### config.mk
export PLATFORM = sky130hd
export DESIGN_NAME = ccl_top
export DESIGN_NICKNAME = d
export VERILOG_FILES = /design/src/core/ccl_pkg.sv /design/src/core/ccl_top.sv
export SDC_FILE = /design/constraint.sdc
export NUM_CORES = 1
export LEC_CHECK = 0
export ABC_AREA = 1
export BUFFER_PORTS_ARGS = -buffer_cell sky130_fd_sc_hd__buf_2
export CORE_ASPECT_RATIO = 1.4
export CORE_MARGIN = 10
export CORE_UTILIZATION = 50
export CTS_BUF_LIST = sky130_fd_sc_hd__clkbuf_4
export CTS_CLUSTER_DIAMETER = 120
export DETAILED_ROUTE_END_ITERATION = 10
export PLACE_DENSITY = 0.82
export SKIP_CTS_REPAIR_TIMING = 1
export SYNTH_ARGS = -nofsm -noshare
export SYNTH_HDL_FRONTEND = slang
export SYNTH_SLANG_ARGS = --single-unit
### constraint.sdc
create_clock -name clk -period 1.4 [get_ports clk]
set_clock_uncertainty 0.1 [all_clocks]
set_input_delay 0 -clock clk [delete_from_list [all_inputs] [get_ports clk]]
set_output_delay 0 -clock clk [all_outputs]
set_load 0.01 [all_outputs]
### src/core/ccl_pkg.sv
// comparator control logic: register map, field positions, reset values, types
// assumes an 8-bit register port and a single 200 MHz system clock
package ccl_pkg;

    // register offsets on the byte-wide register port
    localparam logic [7:0] CCL_ADDR_CTRL_STATUS = 8'h50;
    localparam logic [7:0] CCL_ADDR_CONV_CTRL_B = 8'h7B;
    localparam logic [7:0] CCL_ADDR_BUF_DISABLE = 8'h7F;

    // comparator control/status fields
    localparam int CCL_BIT_POWER_OFF = 7;
    localparam int CCL_BIT_BANDGAP_SEL = 6;
    localparam int CCL_BIT_RESULT = 5;
    localparam int CCL_BIT_EVENT_FLAG = 4;
    localparam int CCL_BIT_INT_ENABLE = 3;
    localparam int CCL_BIT_CAPTURE_ROUTE = 2;
    localparam int CCL_BIT_MODE_HI = 1;
    localparam int CCL_BIT_MODE_LO = 0;

    // converter control b fields
    localparam int CCL_BIT_MUX_NEG_EN = 6;
    localparam int CCL_BIT_TRIG_HI = 2;
    localparam int CCL_BIT_TRIG_LO = 0;

    // input buffer disable fields
    localparam int CCL_BIT_NEG_BUF_DIS = 1;
    localparam int CCL_BIT_POS_BUF_DIS = 0;

    // reset values
    localparam logic [7:0] CCL_RST_BYTE = 8'h00;
    localparam logic [2:0] CCL_RST_TRIG = 3'h0;
    localparam logic [2:0] CCL_RST_CHANNEL = 3'h0;
    localparam logic CCL_RST_BIT = 1'b0;

    // synchroniser depth: result lags the raw comparator by 1 to 2 cycles
    localparam int CCL_SYNC_LAT_MIN = 1;
    localparam int CCL_SYNC_LAT_MAX = 2;

    typedef enum logic [1:0] {
        CCL_MODE_TOGGLE = 2'b00,
        CCL_MODE_RESERVED = 2'b01,
        CCL_MODE_FALL = 2'b10,
        CCL_MODE_RISE = 2'b11
    } ccl_mode_e;

    typedef struct packed {
        logic [7:0] addr;
        logic [7:0] wdata;
        logic wr;
        logic rd;
    } ccl_bus_req_s;

    typedef struct packed {
        logic power_off;
        logic bandgap_sel;
        logic int_enable;
        logic capture_route;
        ccl_mode_e mode;
        logic mux_neg_en;
        logic [2:0] trig_src;
        logic neg_buf_dis;
        logic pos_buf_dis;
    } ccl_ctrl_s;

endpackage : ccl_pkg

### src/core/ccl_top.sv
// comparator control logic: input selection, result synchroniser, event flag,
// interrupt request, capture routing and pin input buffer disables
// assumes the analog core, converter and timer capture unit sit outside;
// all inputs are synchronous to clk except comparator_raw, which is synchronised here
//
// The plain strobed port was decided locally.
`timescale 1ns/100ps

module ccl_top
    import ccl_pkg::*;
(
    input wire logic clk,
    input wire logic rst_n,
    input wire ccl_bus_req_s bus_req,
    output logic [7:0] bus_rdata,
    input wire logic comparator_raw,
    input wire logic converter_enable,
    input wire logic [2:0] channel_select_field,
    input wire logic global_int_enable,
    input wire logic vector_ack,
    input wire logic positive_input_pin,
    input wire logic negative_input_pin,
    output logic sel_bandgap_positive,
    output logic sel_channel_negative,
    output logic [2:0] sel_channel_index,
    output logic comparator_power_off,
    output logic compare_irq,
    output logic capture_trigger,
    output logic [2:0] trigger_source,
    output logic positive_pin_read,
    output logic negative_pin_read,
    output logic positive_pin_buffer_off,
    output logic negative_pin_buffer_off
);

    ccl_ctrl_s ctrl_ff;
    logic sync1_ff;
    logic result_ff;
    logic result_prev_ff;
    logic flag_ff;
    logic nxt_flag;
    logic rise;
    logic fall;
    logic event_hit;
    logic flag_clear;
    logic [7:0] rdata_ff;
    logic irq_ff;
    logic nxt_int_enable;
    logic capture_ff;
    logic sel_bg_ff;
    logic sel_mux_ff;
    logic [2:0] sel_idx_ff;
    logic pos_read_ff;
    logic neg_read_ff;
    logic wr_ctrl;
    logic wr_convb;
    logic wr_bufdis;

    assign wr_ctrl = bus_req.wr && (bus_req.addr == CCL_ADDR_CTRL_STATUS);
    assign wr_convb = bus_req.wr && (bus_req.addr == CCL_ADDR_CONV_CTRL_B);
    assign wr_bufdis = bus_req.wr && (bus_req.addr == CCL_ADDR_BUF_DISABLE);

    // software control fields
    always_ff @(posedge clk) begin
        if (!rst_n) begin
            ctrl_ff.power_off <= CCL_RST_BIT;
            ctrl_ff.bandgap_sel <= CCL_RST_BIT;
            ctrl_ff.int_enable <= CCL_RST_BIT;
            ctrl_ff.capture_route <= CCL_RST_BIT;
            ctrl_ff.mode <= CCL_MODE_TOGGLE;
            ctrl_ff.mux_neg_en <= CCL_RST_BIT;
            ctrl_ff.trig_src <= CCL_RST_TRIG;
            ctrl_ff.neg_buf_dis <= CCL_RST_BIT;
            ctrl_ff.pos_buf_dis <= CCL_RST_BIT;
        end else begin
            if (wr_ctrl) begin
                ctrl_ff.power_off <= bus_req.wdata[CCL_BIT_POWER_OFF];
                ctrl_ff.bandgap_sel <= bus_req.wdata[CCL_BIT_BANDGAP_SEL];
                ctrl_ff.int_enable <= bus_req.wdata[CCL_BIT_INT_ENABLE];
                ctrl_ff.capture_route <= bus_req.wdata[CCL_BIT_CAPTURE_ROUTE];
                ctrl_ff.mode <= ccl_mode_e'(bus_req.wdata[CCL_BIT_MODE_HI:CCL_BIT_MODE_LO]);
            end
            if (wr_convb) begin
                ctrl_ff.mux_neg_en <= bus_req.wdata[CCL_BIT_MUX_NEG_EN];
                ctrl_ff.trig_src <= bus_req.wdata[CCL_BIT_TRIG_HI:CCL_BIT_TRIG_LO];
            end
            if (wr_bufdis) begin
                ctrl_ff.neg_buf_dis <= bus_req.wdata[CCL_BIT_NEG_BUF_DIS];
                ctrl_ff.pos_buf_dis <= bus_req.wdata[CCL_BIT_POS_BUF_DIS];
            end
        end
    end

    // two-stage synchroniser on the analog output
    always_ff @(posedge clk) begin
        if (!rst_n) begin
            sync1_ff <= CCL_RST_BIT;
            result_ff <= CCL_RST_BIT;
            result_prev_ff <= CCL_RST_BIT;
        end else begin
            sync1_ff <= comparator_raw;
            result_ff <= sync1_ff;
            result_prev_ff <= result_ff;
        end
    end

    assign rise = result_ff && !result_prev_ff;
    assign fall = !result_ff && result_prev_ff;

    always_comb begin
        case (ctrl_ff.mode)
            CCL_MODE_TOGGLE: event_hit = rise || fall;
            CCL_MODE_FALL: event_hit = fall;
            CCL_MODE_RISE: event_hit = rise;
            CCL_MODE_RESERVED: event_hit = 1'b0;
            default: event_hit = 1'b0;
        endcase
    end

    assign flag_clear = vector_ack || (wr_ctrl && bus_req.wdata[CCL_BIT_EVENT_FLAG]);

    // a new event wins over a clear in the same cycle
    always_comb begin
        nxt_flag = flag_ff;
        if (flag_clear) begin
            nxt_flag = 1'b0;
        end
        if (event_hit) begin
            nxt_flag = 1'b1;
        end
    end

    always_ff @(posedge clk) begin
        if (!rst_n) begin
            flag_ff <= CCL_RST_BIT;
        end else begin
            flag_ff <= nxt_flag;
        end
    end

    // enable write reaches the irq at once, so clearing it leaves no stray cycle
    always_comb begin
        nxt_int_enable = ctrl_ff.int_enable;
        if (wr_ctrl) begin
            nxt_int_enable = bus_req.wdata[CCL_BIT_INT_ENABLE];
        end
    end

    // interrupt request follows the flag and both enables
    always_ff @(posedge clk) begin
        if (!rst_n) begin
            irq_ff <= CCL_RST_BIT;
        end else begin
            irq_ff <= nxt_flag && nxt_int_enable && global_int_enable;
        end
    end

    // capture trigger routing
    always_ff @(posedge clk) begin
        if (!rst_n) begin
            capture_ff <= CCL_RST_BIT;
        end else begin
            capture_ff <= ctrl_ff.capture_route && result_ff ? 1'b1 : 1'b0;
        end
    end

    // analog input selection
    always_ff @(posedge clk) begin
        if (!rst_n) begin
            sel_bg_ff <= CCL_RST_BIT;
            sel_mux_ff <= CCL_RST_BIT;
            sel_idx_ff <= CCL_RST_CHANNEL;
        end else begin
            sel_bg_ff <= ctrl_ff.bandgap_sel;
            sel_mux_ff <= ctrl_ff.mux_neg_en && !converter_enable;
            sel_idx_ff <= (ctrl_ff.mux_neg_en && !converter_enable) ? channel_select_field : CCL_RST_CHANNEL;
        end
    end

    // pin reads gated by the buffer disables
    always_ff @(posedge clk) begin
        if (!rst_n) begin
            pos_read_ff <= CCL_RST_BIT;
            neg_read_ff <= CCL_RST_BIT;
        end else begin
            pos_read_ff <= positive_input_pin && !ctrl_ff.pos_buf_dis;
            neg_read_ff <= negative_input_pin && !ctrl_ff.neg_buf_dis;
        end
    end

    // read port: data stands one cycle after the read strobe
    always_ff @(posedge clk) begin
        if (!rst_n) begin
            rdata_ff <= CCL_RST_BYTE;
        end else if (bus_req.rd) begin
            case (bus_req.addr)
                CCL_ADDR_CTRL_STATUS: begin
                    rdata_ff <= {ctrl_ff.power_off, ctrl_ff.bandgap_sel, result_ff, flag_ff,
                                 ctrl_ff.int_enable, ctrl_ff.capture_route, ctrl_ff.mode};
                end
                CCL_ADDR_CONV_CTRL_B: begin
                    rdata_ff <= {1'b0, ctrl_ff.mux_neg_en, 3'h0, ctrl_ff.trig_src};
                end
                CCL_ADDR_BUF_DISABLE: begin
                    rdata_ff <= {6'h00, ctrl_ff.neg_buf_dis, ctrl_ff.pos_buf_dis};
                end
                default: begin
                    rdata_ff <= CCL_RST_BYTE;
                end
            endcase
        end
    end

    assign bus_rdata = rdata_ff;
    assign compare_irq = irq_ff;
    assign capture_trigger = capture_ff;
    assign comparator_power_off = ctrl_ff.power_off;
    assign sel_bandgap_positive = sel_bg_ff;
    assign sel_channel_negative = sel_mux_ff;
    assign sel_channel_index = sel_idx_ff;
    assign trigger_source = ctrl_ff.trig_src;
    assign positive_pin_read = pos_read_ff;
    assign negative_pin_read = neg_read_ff;
    assign positive_pin_buffer_off = ctrl_ff.pos_buf_dis;
    assign negative_pin_buffer_off = ctrl_ff.neg_buf_dis;
endmodule : ccl_top

==> reports/metrics.csv <==
metric;value;unit
post-synthesis sequential area ratio;49.3;%
core box area;2590;µm²
vias after detailed routing;1406;
leakage;0.909;nW
Layout area overhead;45.1;%
Synth top area share;49.3;%
Final ANT Viol Nets;0;
CTS Buffer Depth;2;
Synth area leaders;dfxtp_1 (49%), nand2_1 (8.1%), a21oi_1 (7.8%);
Synthesis Warnings;0;
Layout fillers;223;
status;finished, violations left;
die width;63.8;µm
post-synthesis net count;208;
ys async rst share;0;%
share of cells above drive strength 1;26.4;%
Final GP Congestion;0.814;
Initial Utilization;51.8;%
DP HPWL;2.64;mm
Worst-Margin Slew;256;ps
Avg Inst Size Synth;7.58;µm²
placed cells;258;
max incr delay on CP;570;ps
worst-case reg-to-reg path depth;7;
Starting DRT DRC Count;25;
Setup-failing EPs final;0;
GRT Overall Usage;13.2;%
final WL;3.95;mm
ANT cells;0;
Synth Instances;177;
first-pass GRT wire length;5.44;mm
Fin. Hold Viols;10;
Initial DRT Pass Iterations;4;
fin. max-slew vios;0;
ys flop type;dfxtp_1;
CP Launch Type;input port;
grt ovf;0;
Site Rows;22;
reg-to-reg setup timing slack;50;ps
flop and latch count out of synthesis;33;
Syn Std Cell Area;1340;µm²
Unique masters post-synth;18;
Finished Layout Cells;294;
later-pin clock latency in the skew report;360;ps
crit path launch;bus_req[6];
initial antenna violation count;0;
Crit Path Category;in2reg;
Final Core Density;75.2;%
period utilization;97.8;%
failing checks;negative hold slack;
Tmin final;1370;ps
Slew headroom;82.9;%
Max Clk Rate;730;MHz
largest net degree at the start of global routing;22;
crit path cell chain;dlygate4sd3_1, buf_2, nand3_1, dlygate4sd3_1, a21oi_1, nor2_1;
Setup TNS;0;ps
root buf cell;clkbuf_4;
peak supply drop;0.000797;V
Avg WL per Cell;13.4;µm
max cap viols;0;
vias per cell;4.78;
Post-synth top cells;dfxtp_1 (33), nand2_1 (29), inv_1 (28);
clock slew at reported path FFs;110;ps
Die Y;81.3;µm
crit path DAT;1520;ps
Post-synth EDFFs;0;
Final Net Count;288;
RR Endpoint;compare_irq$_SDFF_PN0_;
H-tree levels;2;
vias in the first global route;1228;
Worst Path Required;1550;ps
I/O Buffers;50;
DRC;0;
clk sinks;33;
HP Class;in2reg;
slowest cell on the critical path;dlygate4sd3_1;
WHS;-24.3;ps
Critical Path Sink;compare_irq$_SDFF_PN0_;
worst-path fanout max;2;
TritonCTS buffer count;5;
Die ar.;5180;µm²
pwr dens;860;nW/µm²
count leader, synth;dfxtp_1;
CTS tree;yes;
nature of the critical path endpoint;flip-flop;
cell accounting for the most synthesized area;dfxtp_1;
Worst R2R Start;result_ff$_SDFF_PN0_;
io pins;52;
Most common cell on crit path;dlygate4sd3_1;
where the power goes:
part           internal (mW)  switching, mW  leakage [nW]  total, mW
registers              0.953        0.00712         0.268      0.960
clock network          0.189          0.339        0.0310      0.528
logic                 0.0953         0.0903         0.610      0.186
total                   1.24          0.436         0.909       1.67
worst min-delay path by stage:
stage	startpoint	endpoint	slack (ps)	cells past startpoint
after floorplan	converter_enable	sel_channel_negative$_SDFF_PN0_	-9	1
after CTS	converter_enable	sel_channel_negative$_SDFF_PN0_	-280	2
final	bus_req[1]	trigger_source[1]$_SDFFE_PN0P_	-20	3
after detailed placement	converter_enable	sel_channel_negative$_SDFF_PN0_	80	2
after global placement	comparator_raw	sync1_ff$_SDFF_PN0_	80	3
after global routing	bus_req[10]	bus_rdata[5]$_SDFFE_PN0P_	-1	6
registers in the layout, summed over array words and instances, names as in the netlist, 3 cells and up:
name,flops
bus_rdata,8
ctrl_ff,6
sel_channel_index,3
trigger_source,3
placed cells by master, fill, tap and decap left out, drive strengths merged:
cell type / count
a21oi: 21
buf: 51
clkbuf: 5
clkinv: 2
clkinvlp: 1
dfxtp: 33
dlygate4sd3: 28
ha: 2
inv: 29
nand2: 30
nand3: 17
nor2: 20
nor3: 2
o21ai: 16
o22ai: 1
final cells by class:
class,count,area (µm²),share of cell area (%)
flip-flops and latches,33,662,34.0
well taps,36,45.0,2.32
inverters,29,109,5.59
clock buffers,5,37.5,1.93
multi-input cells,109,537,27.6
clock inverters,3,17.5,0.900
repair buffers,79,538,27.7
stage by stage:
step	power (mW)	worst slack [ps]	area, µm²
after floorplan	1.05	163	1340
after global routing	1.75	-17.0	1950
after global placement	1.11	118	1610
final	1.67	30.5	1950
after CTS	1.63	48.4	1660
after detailed placement	1.12	72.3	1610
layer usage:
metal	GRT usage (%)	wire length [µm]
met5	0	0
met4	7.24	78
met3	7.30	303
met2	22.6	2170
met1	12.5	1400
critical path, delay by kind of cell:
family | cells | cell delay (ps)
buf+inv | 3 | 1190
simple gates | 2 | 150
compound gates | 1 | 190
cell families (layout without fill, tap and decap cells):
group	after synthesis	in the layout	synth area share, %
and+or+nand+nor	69	69	23.9
buffers and inverters	35	116	10.7
DFF	33	33	49.3
adders and majority gates	2	2	1.87
AOI/OAI and AO/OA	38	38	14.3
No activity file was read; power rests on OpenSTA's default activity.
